===== src/shared/topdb_pkg.sv =====
// Purpose: shared constants, types and decode helpers for the output protection block
// Assumes: four channel pairs, byte addresses on an 8-bit Wishbone address
// Notes: state types are packed so each module registers one struct

package topdb_pkg;

  // ****************************************
  // sizes
  // ****************************************
  localparam int CH_NUM = 4;
  localparam int DT_W = 11;
  localparam int IRQ_W = 3;

  // ****************************************
  // register byte offsets
  // ****************************************
  localparam logic [7:0] ADR_CLK_CTL = 8'h00;
  localparam logic [7:0] ADR_IDLE_LVL = 8'h04;
  localparam logic [7:0] ADR_CH_MODE = 8'h18;
  localparam logic [7:0] ADR_CH_EN = 8'h20;
  localparam logic [7:0] ADR_WRITE_LOCK_LEVEL = 8'h44;
  localparam logic [7:0] ADR_DMA_CFG = 8'h48;
  localparam logic [7:0] ADR_BURST_BUF = 8'h4C;
  localparam logic [7:0] ADR_IRQ_STAT = 8'h50;
  localparam logic [7:0] ADR_IRQ_MASK = 8'h54;

  // ****************************************
  // field positions
  // ****************************************
  localparam int WRITE_LOCK_LEVEL_MAIN = 15;
  localparam int WRITE_LOCK_LEVEL_AUTO = 14;
  localparam int WRITE_LOCK_LEVEL_FPOL = 13;
  localparam int WRITE_LOCK_LEVEL_FEN = 12;
  localparam int WRITE_LOCK_LEVEL_RUN_OFF = 11;
  localparam int WRITE_LOCK_LEVEL_IDLE_OFF = 10;
  localparam int WRITE_LOCK_LEVEL_LOCK_LO = 8;
  localparam int WRITE_LOCK_LEVEL_DEAD_LO = 0;
  localparam int DMA_CNT_LO = 8;
  localparam int DMA_START_LO = 0;
  localparam int DIV_LO = 8;
  localparam int IRQ_FAULT = 0;
  localparam int IRQ_REEN = 1;
  localparam int IRQ_WRAP = 2;
  // per channel: mode [1:0], shadow enable [3], compare mode [6:4]
  localparam int CHM_STRIDE = 8;
  localparam logic [7:0] CHM_LOCK_MASK = 8'h78;
  // per channel: direct enable 0, direct pol 1, compl enable 2, compl pol 3
  localparam int CHE_STRIDE = 4;
  localparam int CHE_DEN = 0;
  localparam int CHE_DPOL = 1;
  localparam int CHE_CEN = 2;
  localparam int CHE_CPOL = 3;
  localparam logic [3:0] CHE_POL_MASK = 4'hA;
  // per channel: direct idle level 0, complement idle level 1
  localparam int IDL_STRIDE = 2;
  localparam logic [1:0] CH_MODE_OUT = 2'h0;
  localparam logic [3:0] SEL_WORD = 4'hF;
  localparam logic [1:0] SEL_HALF = 2'h3;

  // ****************************************
  // dead-time clock divider and decode
  // ****************************************
  localparam logic [1:0] DIV_BY1 = 2'h0;
  localparam logic [1:0] DIV_BY2 = 2'h1;
  localparam logic [2:0] DIV_LIM1 = 3'h0;
  localparam logic [2:0] DIV_LIM2 = 3'h1;
  localparam logic [2:0] DIV_LIM4 = 3'h3;
  localparam logic [DT_W-1:0] DT_BASE_64 = 11'h040;
  localparam logic [DT_W-1:0] DT_BASE_32 = 11'h020;

  typedef enum logic [1:0] {
    LOCK_OFF = 2'b00,
    LOCK_L1 = 2'b01,
    LOCK_L2 = 2'b10,
    LOCK_L3 = 2'b11
  } topdb_lock_e;

  typedef struct packed {
    logic [CH_NUM-1:0] direct;
    logic [CH_NUM-1:0] direct_oe;
    logic [CH_NUM-1:0] compl;
    logic [CH_NUM-1:0] compl_oe;
  } topdb_pins_s;

  typedef struct packed {
    logic ack;
    logic [31:0] rdata;
    logic main_en;
    logic auto_en;
    logic fault_pol;
    logic fault_en;
    logic run_off;
    logic idle_off;
    topdb_lock_e lock;
    logic lock_done;
    logic [7:0] dead_code;
    logic [4:0] burst_cnt;
    logic [4:0] burst_start;
    logic [4:0] burst_idx;
    logic [1:0] div_sel;
    logic [2:0] div_cnt;
    logic [IDL_STRIDE*CH_NUM-1:0] idle_lv;
    logic [CHE_STRIDE*CH_NUM-1:0] ch_en;
    logic [CHM_STRIDE*CH_NUM-1:0] ch_mode;
    logic [IRQ_W-1:0] irq_stat;
    logic [IRQ_W-1:0] irq_mask;
    topdb_pins_s pins;
  } topdb_state_s;

  typedef struct packed {
    logic ref_q;
    logic [DT_W-1:0] cnt;
    logic d_on;
    logic c_on;
  } topdb_dt_s;

  // dead-time code to tick count
  function automatic logic [DT_W-1:0] topdb_dead_ticks(input logic [7:0] code);
    if (!code[7]) begin
      return {3'h0, code};
    end else if (!code[6]) begin
      return (DT_BASE_64 + {5'h0, code[5:0]}) << 1;
    end else if (!code[5]) begin
      return (DT_BASE_32 + {6'h0, code[4:0]}) << 3;
    end else begin
      return (DT_BASE_32 + {6'h0, code[4:0]}) << 4;
    end
  endfunction : topdb_dead_ticks

endpackage : topdb_pkg


===== src/hw/topdb_dead_time.sv =====
// Purpose: dead-time insertion for one direct/complement channel pair
// Assumes: tick_i is a one-cycle enable at the dead-time tick rate
// Notes: both sides go inactive on every reference edge, then the new side waits

module topdb_dead_time (
  // clock and reset
  input wire logic clk_i,
  input wire logic rst_i,
  // timing
  input wire logic tick_i,
  input wire logic [7:0] code_i,
  // reference and delayed outputs
  input wire logic ref_i,
  output logic direct_on_o,
  output logic compl_on_o
);

  topdb_pkg::topdb_dt_s st_reg;
  topdb_pkg::topdb_dt_s st_next;

  // ****************************************
  // delay on each rising side
  // ****************************************
  always_comb begin
    st_next = st_reg;
    if (ref_i != st_reg.ref_q) begin
      // break before make: neither side conducts during the count
      st_next.ref_q = ref_i;
      st_next.d_on = 1'b0;
      st_next.c_on = 1'b0;
      st_next.cnt = topdb_pkg::topdb_dead_ticks(code_i);
    end else if (st_reg.cnt != '0) begin
      if (tick_i) begin
        st_next.cnt = st_reg.cnt - 1'b1;
      end
    end else begin
      st_next.d_on = st_reg.ref_q;
      st_next.c_on = ~st_reg.ref_q;
    end
  end

  // state register
  always_ff @(posedge clk_i) begin
    if (rst_i) begin
      st_reg <= '0;
    end else begin
      st_reg <= st_next;
    end
  end

  assign direct_on_o = st_reg.d_on;
  assign compl_on_o = st_reg.c_on;

endmodule : topdb_dead_time


===== src/hw/topdb_core.sv =====
// Purpose: complementary output protection, fault handling, write lock and burst addressing
// Assumes: inputs synchronous to clk_i; Wishbone classic slave, one wait state
// Notes: fault gating of the pin drive is combinational with the fault input; the registered pins follow one clock later

module topdb_core (
  // clock and reset
  input wire logic clk_i,
  input wire logic rst_i,
  // wishbone slave
  input wire logic cyc_i,
  input wire logic stb_i,
  input wire logic we_i,
  input wire logic [7:0] adr_i,
  input wire logic [3:0] sel_i,
  input wire logic [31:0] dat_i,
  output logic [31:0] dat_o,
  output logic ack_o,
  // timer events
  input wire logic update_evt_i,
  input wire logic fault_input_i,
  input wire logic clock_fail_detector_i,
  input wire logic [topdb_pkg::CH_NUM-1:0] pwm_ref_i,
  // channel pins and status
  output topdb_pkg::topdb_pins_s chan_o,
  output logic [4:0] burst_index_o,
  output logic irq_o
);

  topdb_pkg::topdb_state_s st_reg;
  topdb_pkg::topdb_state_s st_next;
  logic fault_now;
  logic eff_en;
  logic tick;
  logic req;
  logic wr;
  logic burst_acc;
  logic [5:0] tgt_idx;
  logic [7:0] eff_adr;
  logic [topdb_pkg::CH_NUM-1:0] dt_direct;
  logic [topdb_pkg::CH_NUM-1:0] dt_compl;
  // top bit of the event fields, declared ahead of the decode that slices with it
  localparam int IRQW_TOP = topdb_pkg::IRQ_W - 1;

  // ****************************************
  // register read mux
  // ****************************************
  function automatic logic [31:0] rd_word(input topdb_pkg::topdb_state_s s, input logic [7:0] a);
    if (a == topdb_pkg::ADR_CLK_CTL) begin
      return {22'h0, s.div_sel, 8'h0};
    end else if (a == topdb_pkg::ADR_IDLE_LVL) begin
      return {24'h0, s.idle_lv};
    end else if (a == topdb_pkg::ADR_CH_MODE) begin
      return s.ch_mode;
    end else if (a == topdb_pkg::ADR_CH_EN) begin
      return {16'h0, s.ch_en};
    end else if (a == topdb_pkg::ADR_WRITE_LOCK_LEVEL) begin
      return {16'h0, s.main_en, s.auto_en, s.fault_pol, s.fault_en,
              s.run_off, s.idle_off, s.lock, s.dead_code};
    end else if (a == topdb_pkg::ADR_DMA_CFG) begin
      return {19'h0, s.burst_cnt, 3'h0, s.burst_start};
    end else if (a == topdb_pkg::ADR_IRQ_STAT) begin
      return {29'h0, s.irq_stat};
    end else if (a == topdb_pkg::ADR_IRQ_MASK) begin
      return {29'h0, s.irq_mask};
    end else begin
      // unmapped, including the buffer aimed at itself
      return 32'h0000_0000;
    end
  endfunction : rd_word

  // ****************************************
  // fault detection and bus decode
  // ****************************************
  // polarity picks the active level; enable gates both sources
  assign fault_now = st_reg.fault_en & ((fault_input_i == st_reg.fault_pol) | clock_fail_detector_i);
  // fault removes enable at once, before the register catches up
  assign eff_en = st_reg.main_en & ~fault_now;
  assign req = cyc_i & stb_i;
  assign wr = req & we_i & st_reg.ack;
  assign burst_acc = req & st_reg.ack & (adr_i == topdb_pkg::ADR_BURST_BUF);
  // buffer accesses land on start plus index words
  assign tgt_idx = {1'b0, st_reg.burst_start} + {1'b0, st_reg.burst_idx};
  assign eff_adr = (adr_i == topdb_pkg::ADR_BURST_BUF) ? {tgt_idx, 2'b00} : adr_i;

  // dead-time tick divider
  always_comb begin
    if (st_reg.div_sel == topdb_pkg::DIV_BY1) begin
      tick = (st_reg.div_cnt == topdb_pkg::DIV_LIM1);
    end else if (st_reg.div_sel == topdb_pkg::DIV_BY2) begin
      tick = (st_reg.div_cnt >= topdb_pkg::DIV_LIM2);
    end else begin
      tick = (st_reg.div_cnt >= topdb_pkg::DIV_LIM4);
    end
  end

  // ****************************************
  // dead-time per channel pair
  // ****************************************
  for (genvar g = 0; g < topdb_pkg::CH_NUM; g++) begin : g_dt
    topdb_dead_time u_dt (
      .clk_i(clk_i),
      .rst_i(rst_i),
      .tick_i(tick),
      .code_i(st_reg.dead_code),
      .ref_i(pwm_ref_i[g]),
      .direct_on_o(dt_direct[g]),
      .compl_on_o(dt_compl[g])
    );
  end

  // ****************************************
  // next state
  // ****************************************
  always_comb begin
    st_next = st_reg;
    st_next.ack = req & ~st_reg.ack;
    st_next.div_cnt = tick ? 3'h0 : st_reg.div_cnt + 3'h1;
    if (req & ~st_reg.ack) begin
      st_next.rdata = rd_word(st_reg, eff_adr);
    end

    // plain registers, whole word only
    if (wr && sel_i == topdb_pkg::SEL_WORD) begin
      if (eff_adr == topdb_pkg::ADR_CLK_CTL) begin
        st_next.div_sel = dat_i[topdb_pkg::DIV_LO +: 2];
      end else if (eff_adr == topdb_pkg::ADR_IDLE_LVL) begin
        if (st_reg.lock == topdb_pkg::LOCK_OFF) begin
          st_next.idle_lv = dat_i[topdb_pkg::IDL_STRIDE*topdb_pkg::CH_NUM-1:0];
        end
      end else if (eff_adr == topdb_pkg::ADR_CH_MODE) begin
        for (int c = 0; c < topdb_pkg::CH_NUM; c++) begin
          // compare mode and shadow enable freeze on output channels at level three
          if (st_reg.lock == topdb_pkg::LOCK_L3 &&
              st_reg.ch_mode[c*topdb_pkg::CHM_STRIDE +: 2] == topdb_pkg::CH_MODE_OUT) begin
            st_next.ch_mode[c*topdb_pkg::CHM_STRIDE +: topdb_pkg::CHM_STRIDE] =
              (dat_i[c*topdb_pkg::CHM_STRIDE +: topdb_pkg::CHM_STRIDE] & ~topdb_pkg::CHM_LOCK_MASK) |
              (st_reg.ch_mode[c*topdb_pkg::CHM_STRIDE +: topdb_pkg::CHM_STRIDE] & topdb_pkg::CHM_LOCK_MASK);
          end else begin
            st_next.ch_mode[c*topdb_pkg::CHM_STRIDE +: topdb_pkg::CHM_STRIDE] =
              dat_i[c*topdb_pkg::CHM_STRIDE +: topdb_pkg::CHM_STRIDE];
          end
        end
      end else if (eff_adr == topdb_pkg::ADR_CH_EN) begin
        for (int c = 0; c < topdb_pkg::CH_NUM; c++) begin
          // polarity of output channels freezes from level two up
          if (st_reg.lock[1] &&
              st_reg.ch_mode[c*topdb_pkg::CHM_STRIDE +: 2] == topdb_pkg::CH_MODE_OUT) begin
            st_next.ch_en[c*topdb_pkg::CHE_STRIDE +: topdb_pkg::CHE_STRIDE] =
              (dat_i[c*topdb_pkg::CHE_STRIDE +: topdb_pkg::CHE_STRIDE] & ~topdb_pkg::CHE_POL_MASK) |
              (st_reg.ch_en[c*topdb_pkg::CHE_STRIDE +: topdb_pkg::CHE_STRIDE] & topdb_pkg::CHE_POL_MASK);
          end else begin
            st_next.ch_en[c*topdb_pkg::CHE_STRIDE +: topdb_pkg::CHE_STRIDE] =
              dat_i[c*topdb_pkg::CHE_STRIDE +: topdb_pkg::CHE_STRIDE];
          end
        end
      end else if (eff_adr == topdb_pkg::ADR_DMA_CFG) begin
        // word-only; reprogramming restarts the burst
        st_next.burst_cnt = dat_i[topdb_pkg::DMA_CNT_LO +: 5];
        st_next.burst_start = dat_i[topdb_pkg::DMA_START_LO +: 5];
        st_next.burst_idx = 5'h0;
      end else if (eff_adr == topdb_pkg::ADR_IRQ_MASK) begin
        st_next.irq_mask = dat_i[IRQW_TOP:0];
      end else if (eff_adr == topdb_pkg::ADR_IRQ_STAT) begin
        st_next.irq_stat = st_reg.irq_stat & ~dat_i[IRQW_TOP:0];
      end
    end

    // protection register: half word or word
    if (wr && eff_adr == topdb_pkg::ADR_WRITE_LOCK_LEVEL && sel_i[1:0] == topdb_pkg::SEL_HALF) begin
      st_next.main_en = dat_i[topdb_pkg::WRITE_LOCK_LEVEL_MAIN];
      st_next.lock_done = 1'b1;
      if (!st_reg.lock_done) begin
        st_next.lock = topdb_pkg::topdb_lock_e'(dat_i[topdb_pkg::WRITE_LOCK_LEVEL_LOCK_LO +: 2]);
      end
      if (st_reg.lock == topdb_pkg::LOCK_OFF) begin
        st_next.auto_en = dat_i[topdb_pkg::WRITE_LOCK_LEVEL_AUTO];
        st_next.fault_pol = dat_i[topdb_pkg::WRITE_LOCK_LEVEL_FPOL];
        st_next.fault_en = dat_i[topdb_pkg::WRITE_LOCK_LEVEL_FEN];
        st_next.dead_code = dat_i[topdb_pkg::WRITE_LOCK_LEVEL_DEAD_LO +: 8];
      end
      if (!st_reg.lock[1]) begin
        st_next.run_off = dat_i[topdb_pkg::WRITE_LOCK_LEVEL_RUN_OFF];
        st_next.idle_off = dat_i[topdb_pkg::WRITE_LOCK_LEVEL_IDLE_OFF];
      end
    end else if (update_evt_i && st_reg.auto_en && !st_reg.main_en && !fault_now) begin
      st_next.main_en = 1'b1;
      st_next.irq_stat[topdb_pkg::IRQ_REEN] = 1'b1;
    end
    if (fault_now) begin
      st_next.main_en = 1'b0;
    end

    // burst index steps after each buffer access, wraps at count
    if (burst_acc) begin
      if (st_reg.burst_idx >= st_reg.burst_cnt) begin
        st_next.burst_idx = 5'h0;
        st_next.irq_stat[topdb_pkg::IRQ_WRAP] = 1'b1;
      end else begin
        st_next.burst_idx = st_reg.burst_idx + 5'h1;
      end
    end

    // events set after any clear so a coincident event is kept
    if (fault_now) begin
      st_next.irq_stat[topdb_pkg::IRQ_FAULT] = 1'b1;
    end

    // pin drive, registered
    for (int c = 0; c < topdb_pkg::CH_NUM; c++) begin
      st_next.pins.direct[c] = 1'b0;
      st_next.pins.direct_oe[c] = 1'b0;
      st_next.pins.compl[c] = 1'b0;
      st_next.pins.compl_oe[c] = 1'b0;
      if (st_reg.ch_mode[c*topdb_pkg::CHM_STRIDE +: 2] != topdb_pkg::CH_MODE_OUT) begin
        // not an output channel: pins stay released
        st_next.pins.direct_oe[c] = 1'b0;
      end else if (eff_en) begin
        if (st_reg.ch_en[c*topdb_pkg::CHE_STRIDE + topdb_pkg::CHE_DEN]) begin
          st_next.pins.direct[c] = dt_direct[c] ^ st_reg.ch_en[c*topdb_pkg::CHE_STRIDE + topdb_pkg::CHE_DPOL];
          st_next.pins.direct_oe[c] = 1'b1;
        end else if (st_reg.run_off) begin
          st_next.pins.direct[c] = st_reg.ch_en[c*topdb_pkg::CHE_STRIDE + topdb_pkg::CHE_DPOL];
          st_next.pins.direct_oe[c] = 1'b1;
        end
        if (st_reg.ch_en[c*topdb_pkg::CHE_STRIDE + topdb_pkg::CHE_CEN]) begin
          st_next.pins.compl[c] = dt_compl[c] ^ st_reg.ch_en[c*topdb_pkg::CHE_STRIDE + topdb_pkg::CHE_CPOL];
          st_next.pins.compl_oe[c] = 1'b1;
        end else if (st_reg.run_off) begin
          st_next.pins.compl[c] = st_reg.ch_en[c*topdb_pkg::CHE_STRIDE + topdb_pkg::CHE_CPOL];
          st_next.pins.compl_oe[c] = 1'b1;
        end
      end else if (st_reg.idle_off) begin
        // idle: forced to the idle levels whatever the enables
        st_next.pins.direct[c] = st_reg.idle_lv[c*topdb_pkg::IDL_STRIDE];
        st_next.pins.compl[c] = st_reg.idle_lv[c*topdb_pkg::IDL_STRIDE + 1];
        st_next.pins.direct_oe[c] = 1'b1;
        st_next.pins.compl_oe[c] = 1'b1;
      end
    end
  end

  // state register
  always_ff @(posedge clk_i) begin
    if (rst_i) begin
      st_reg <= '0;
    end else begin
      st_reg <= st_next;
    end
  end

  // ****************************************
  // outputs
  // ****************************************
  assign dat_o = st_reg.rdata;
  assign ack_o = st_reg.ack;
  assign chan_o = st_reg.pins;
  assign burst_index_o = st_reg.burst_idx;
  // level interrupt while any unmasked status bit stands
  assign irq_o = |(st_reg.irq_stat & st_reg.irq_mask);
endmodule : topdb_core


===== config.mk =====
export PLATFORM = sky130hd
export DESIGN_NAME = topdb_core
export DESIGN_NICKNAME = d
export VERILOG_FILES = /design/src/shared/topdb_pkg.sv /design/src/hw/topdb_dead_time.sv /design/src/hw/topdb_core.sv
export SDC_FILE = /design/constraint.sdc
export NUM_CORES = 1
export LEC_CHECK = 0
export BUFFER_PORTS_ARGS = -buffer_cell sky130_fd_sc_hd__buf_4
export CAP_MARGIN = 20
export CELL_PAD_IN_SITES_DETAIL_PLACEMENT = 2
export CELL_PAD_IN_SITES_GLOBAL_PLACEMENT = 2
export CORE_ASPECT_RATIO = 0.5
export CORE_UTILIZATION = 32
export DETAILED_ROUTE_END_ITERATION = 8
export MAX_ROUTING_LAYER = met4
export PLACE_DENSITY_LB_ADDON = 0.1
export SYNTH_ARGS = -nofsm -noshare
export SYNTH_HDL_FRONTEND = slang
export SYNTH_SLANG_ARGS = --single-unit
export TNS_END_PERCENT = 1

===== constraint.sdc =====
create_clock -name clk_i -period 2.88 [get_ports clk_i]
set_input_delay 0.288 -clock clk_i [delete_from_list [all_inputs] [get_ports clk_i]]
set_output_delay 0.288 -clock clk_i [all_outputs]
set_load 0.005 [all_outputs]

Yosys cells after proc, flatten, opt, wreduce, memory -nomap -nowiden
Index checks and enable logic that the tools add are counted.

Add/sub/neg operators: 9. $lt $le $gt $ge: 3. Equal/unequal tests: 27. Multiplexer cells: 113. Bitwise gates (word level): 41. Reductions and logical operators: 71.

Operator list (number): two-way mux 11 bit (11); two-way mux 32 bit (3); two-way mux 13 bit (5); two-way mux 1 bit (59); nonzero test 11 bit (4); subtractor 11 x 1 -> 11 bit (second input constant) (4); == test 8 x 7 -> 1 bit (second input constant) (5); two-way mux 8 bit (5); two-way mux 6 bit (6); two-way mux 5 bit (7); nonzero test 2 bit (17); two-way mux 16 bit (2); bitwise OR 8 x 7 -> 8 bit (4); inequality test 2 bit (second input constant) (10); OR reduction 2 bit (10); two-way mux 4 bit (4); bitwise OR 3 x 4 -> 4 bit (4); AND reduction 2 bit (8); two-way mux 3 bit (5); logical AND 1 bit (14); inverter 1 bit (13); zero test 2 bit (6); AND reduction 6 bit (2); two-way mux 2 bit (5); 30 further kinds (51).

Bits in registers: 204. Input bits: 56. Output and inout bits: 55.

Longest topological paths before layout
Word-level depth: 13. Gate-level depth with buffers: 14.

Cells and area by module
A second synthesis with hierarchy kept.

Cell total of the unflattened synthesis: 1329. Area, all modules: 11094.4 um^2.

By module, submodules not included: topdb_core (times used 1, cells an instance 845, area each 7150.6 um^2); topdb_dead_time (times used 4, cells an instance 121, area each 985.9 um^2).

Least setup slack after synthesis
OpenSTA, ideal clock, no wires.

Path type: register to register. Start: register st_reg (netlist bit burst_index_o[0]). End: register st_reg[69] (netlist name). Arrival time: 2.838 ns. Required time: 2.752 ns. Slack: -0.085 ns. Stages on the path, launching flop included: 13. Clock period less this slack: 2.965 ns. Cell sequence: dfxtp_1 ha_1 inv_1 fa_1 xnor2_1 a31oi_1 a21bo_2 or2_1 or4_4 buf_6 a21oi_4 mux2i_1 nor2_1.

Cells in the longest elaborated chain, start to end: 5. Elaborated cells between the ends (all ways): 10. Those cells by class: add/sub: 1; eq/ne: 3; mux: 1; bitwise: 3; reduce/logical: 2.

RTL lines: from (decl) (line topdb_core.sv:29) `topdb_pkg::topdb_state_s st_reg;`; from (signal assigned) (line topdb_core.sv:247) `st_reg <= st_next;`; adder 5 x 5 -> 6 bit (*) (line topdb_core.sv:82) `assign tgt_idx = {1'b0, st_reg.burst_start} + {1'b0, st_reg.burst_idx};`; two-way mux 8 bit (*) (line topdb_core.sv:83) `assign eff_adr = (adr_i == topdb_pkg::ADR_BURST_BUF) ? {tgt_idx, 2'b00} : adr_i;`; == test 8 x 5 -> 1 bit (tied with other cells) (line topdb_core.sv:130) `end else if (eff_adr == topdb_pkg::ADR_CH_MODE) begin`; inverter 1 bit (no source line); AND reduction 5 bit (no source line) (*).

Mark *: on every way between the ends. The rest lies on a longest branch, timed or not. A chain may end at the register's enable or synchronous reset.

Final worst setup path
Start: register st_reg (netlist bit burst_index_o[0]). End: register st_reg[61] (netlist name).

The elaborated chain is that of the path after synthesis.

==> summary.txt <==
Timing
  • Clk_skew: 0.01275 ns
  • Setup TNS: -2.116 ns
  • Max Transition Viols Final: 0
  • RSZ-0062 raised after global routing: true
  • Part of the cycle the worst path needs: 105.4%
  • Least-Margin Pin Slew: 0.8689 ns
  • Worst Slack Setup Final: -0.1559 ns
  • Hold Fails Final Rpt: 0
  • Final Setup Violations: 37
  • Final min period: 3.036 ns
  • Fin Hold WS: 0.02127 ns
  • Max Fclk: 0.3294 GHz
  • Slew HR: 41.46%

Route
  • Via count: 9111
  • WL/cell: 21.04 um
  • Total Routed Length: 36290 um
  • # DRC: 0
  • ANT nets after route: 0
  • Drt first pass iters: 4
  • Vias per cell: 5.282
  • 1st-iter DRT viols: 431

CTS
  • TritonCTS clock tree: yes
  • Deepest clock path buffer count: 3
  • CTS clk-pin slew, worst paths: 0.07 ns
  • CTS sink count: 204
  • Clk_lat worst skew: 0.51 ns
  • Number of H-tree levels: 1
  • Root Driver: clkbuf_16
  • Num CTS Buffers: 21

Yosys
  • Post-synth EDFFs: 0
  • Syn_area_per_cell: 8.353 sq um
  • Syn Std Cell Area: 0.01001 sq mm
  • Main synth FF type: dfxtp_1
  • Synth Net Count: 1274
  • Seq cells post-synth: 204
  • Sequential area share after synthesis: 40.81%
  • Synth warn: 0
  • Post-Synthesis Cells: 1198
  • Synth cell types: 69
  • Ys async rst share: 0%

Finish
  • Layout cells sized above 1: 20.58%
  • # nets final: 1366
  • P&R area growth vs syn: 21.37%
  • Final std cells w/o fill: 1725
  • Final Cell Area: 0.01215 sq mm
  • Antenna Cells: 0
  • Number of flip-flops in the largest register: 94

Die
  • Core area: 0.03052 sq mm
  • Die ar.: 0.03203 sq mm
  • Placement Rows: 45
  • Initial Utilization: 32.79%
  • Die Wd: 252.1 um
  • Top Ports: 111
  • Die span in y: 127.0 um

GRT
  • Met1 Resource Use GR: 29.18%
  • Global route overflow: 0
  • Vias in the first global route: 9773
  • Met3 usage: 3.443%
  • Met2 Track Usage GR: 39.67%
  • GRT busiest layer: met2
  • First-pass GRT wire length: 56420 um
  • GRT Overall Usage: 23.25%
  • Largest net degree at the start of global routing: 54
  • Initial antenna violation count: 0

Outcome
  • Status: complete, but fails checks
  • Violated checks: negative setup slack

Place
  • Pre-CTS setup slack: -0.2977 ns
  • Total cell area at the placement stage: 0.01131 sq mm
  • Placed cells: 1689
  • Gp weighted congestion: 0.8447
  • Dpl hpwl: 26440 um
  • Input/output buffers: 110

Critical path
  • WP data required: 3.26 ns
  • CP Cell Sequence: ha_4 > inv_2 > fa_2 > nand2_2 > nor4b_4 > o21ai_1 > or2_1 > or4_4 > a21oi_4 > mux2i_1 > nor2_1
  • CP Data Arrival Time: 3.42 ns
  • CP Max Fanout: 7
  • CP max stage cell: or4_4
  • Kind of end point of the critical path: flip-flop
  • Crit path max-delay family: simple AND/OR/NAND/NOR gates
  • Crit Path Class: reg2reg
  • Max incr delay on CP: 0.57 ns
  • Buf+Inv Stages, Crit Path: 1
  • Startpoint types: flip-flop

Power and ir drop
  • Worst VDD drop: 330.3 uV
  • Pleak: 4.896 nW
  • Pwr per Cell Area: 545.6 mW/mm^2

Min path
  • Hold WC Path Type: in2reg

Job
  • Max-capacitance violation count: 0
[worst min-delay path, cell delays in order]
cell	delay (ns)
buf_4	0.08
mux2i_1	0.05
nor2_1	0.07
[cell usage in the layout (no fill, tap or decap), types with 5 or more instances in the layout]
cell type  instances
a21oi_1           94
xnor2_1           28
nor3_1            24
nand2_1          119
and3_1             8
or4_1              5
a211o_1            5
nor2b_1           14
a211oi_1          38
nor4_1             8
buf_6              9
clkinv_2           6
nand3_1           50
ha_1              18
o22ai_1            5
o21ai_1            7
a31oi_1            9
a221oi_1          13
clkbuf_16         21
o21a_1            10
buf_4            172
inv_1             26
dfxtp_1          200
o21ai_0           23
nor2_1           163
o31ai_1           11
nand3b_1           5
xor2_1            23
mux2i_1           60
nand2b_1           8
or3_1             14
[final timing paths]
path                                start  slack [ns]  depth (start not counted)                      end
hold / removal                  dat_i[21]        0.02                          3               st_reg[43]
hold reg to reg   g_dt[0].u_dt.st_reg[12]        0.43                          2  g_dt[0].u_dt.st_reg[12]
setup / recovery         burst_index_o[0]       -0.16                         11               st_reg[61]
setup reg to reg         burst_index_o[0]       -0.16                         11               st_reg[61]
[per-stage QoR]
| step | util [%] | total power (W) |
|---|---|---|
| after floorplan | - | 0.003704 |
| after global placement | 37.08 | 0.004019 |
| after detailed placement | 37.08 | 0.004061 |
| after CTS | 39.38 | 0.006707 |
| after global routing | 39.80 | 0.006933 |
| final | 39.80 | 0.006627 |
[routing by layer]
layer / routed length (um) / vias to the layer above
li1: - / 4332
met4: 758 / 0
met2: 17270 / 151
met1: 16640 / 4581
met3: 1617 / 47
met5: 0 / -
[cell families (layout without fill, tap and decap cells)]
kind of cell / Yosys count / after routing / share of synthesized area, %
multiplexers: 62 / 62 / 6.227
AND/OR/NAND/NOR: 458 / 458 / 21.31
AO/OA/AOI/OAI: 259 / 259 / 16.98
buffers and inverters: 144 / 248 / 7.639
adder cells (fa/ha/maj): 20 / 20 / 2.576
XOR/XNOR: 51 / 51 / 4.464
flip-flops: 204 / 204 / 40.81
[power by group]
part / switching [W] / internal, W / total [W]
combinational: 0.000558 / 0.000446 / 0.00100
sequential: 0.0000974 / 0.00292 / 0.00301
clock: 0.00117 / 0.00144 / 0.00261
total: 0.00183 / 0.00480 / 0.00663
[layout make-up]
type,count,area [sq um]
fillers,3451,18370
multi-input cells,850,5334
flip-flops and latches,204,4089
repair buffers,185,1463
clock buffers,29,595.6
well taps,423,529.3
inverters,28,105.1
clock inverters,6,30.03
[cells in the mapped netlist (11+ instances only)]
library cell | count | area [sq um]
clkbuf_1 | 45 | 168.9
nor2b_1 | 14 | 87.58
buf_2 | 14 | 70.07
o21ai_0 | 28 | 140.1
dfxtp_1 | 204 | 4084
buf_4 | 53 | 397.9
or3_1 | 15 | 93.84
a211oi_1 | 39 | 292.8
xor2_1 | 23 | 201.4
a221oi_1 | 13 | 113.9
mux2i_1 | 60 | 600.6
o31ai_1 | 11 | 82.58
xnor2_1 | 28 | 245.2
ha_1 | 19 | 237.7
nor3_1 | 27 | 135.1
nand3_1 | 53 | 265.3
a21oi_1 | 95 | 475.5
nor2_1 | 165 | 619.3
inv_1 | 28 | 105.1
nand2_1 | 121 | 454.2
[timing repair]
action,4_1_cts,5_1_grt
gates resized for setup,17,34
pin swaps,0,7
hold endpoints to repair,1,0
hold buffers,1,0
setup buffers,0,0
setup endpoints to repair,110,126
No activity file was read; power rests on OpenSTA's default activity.
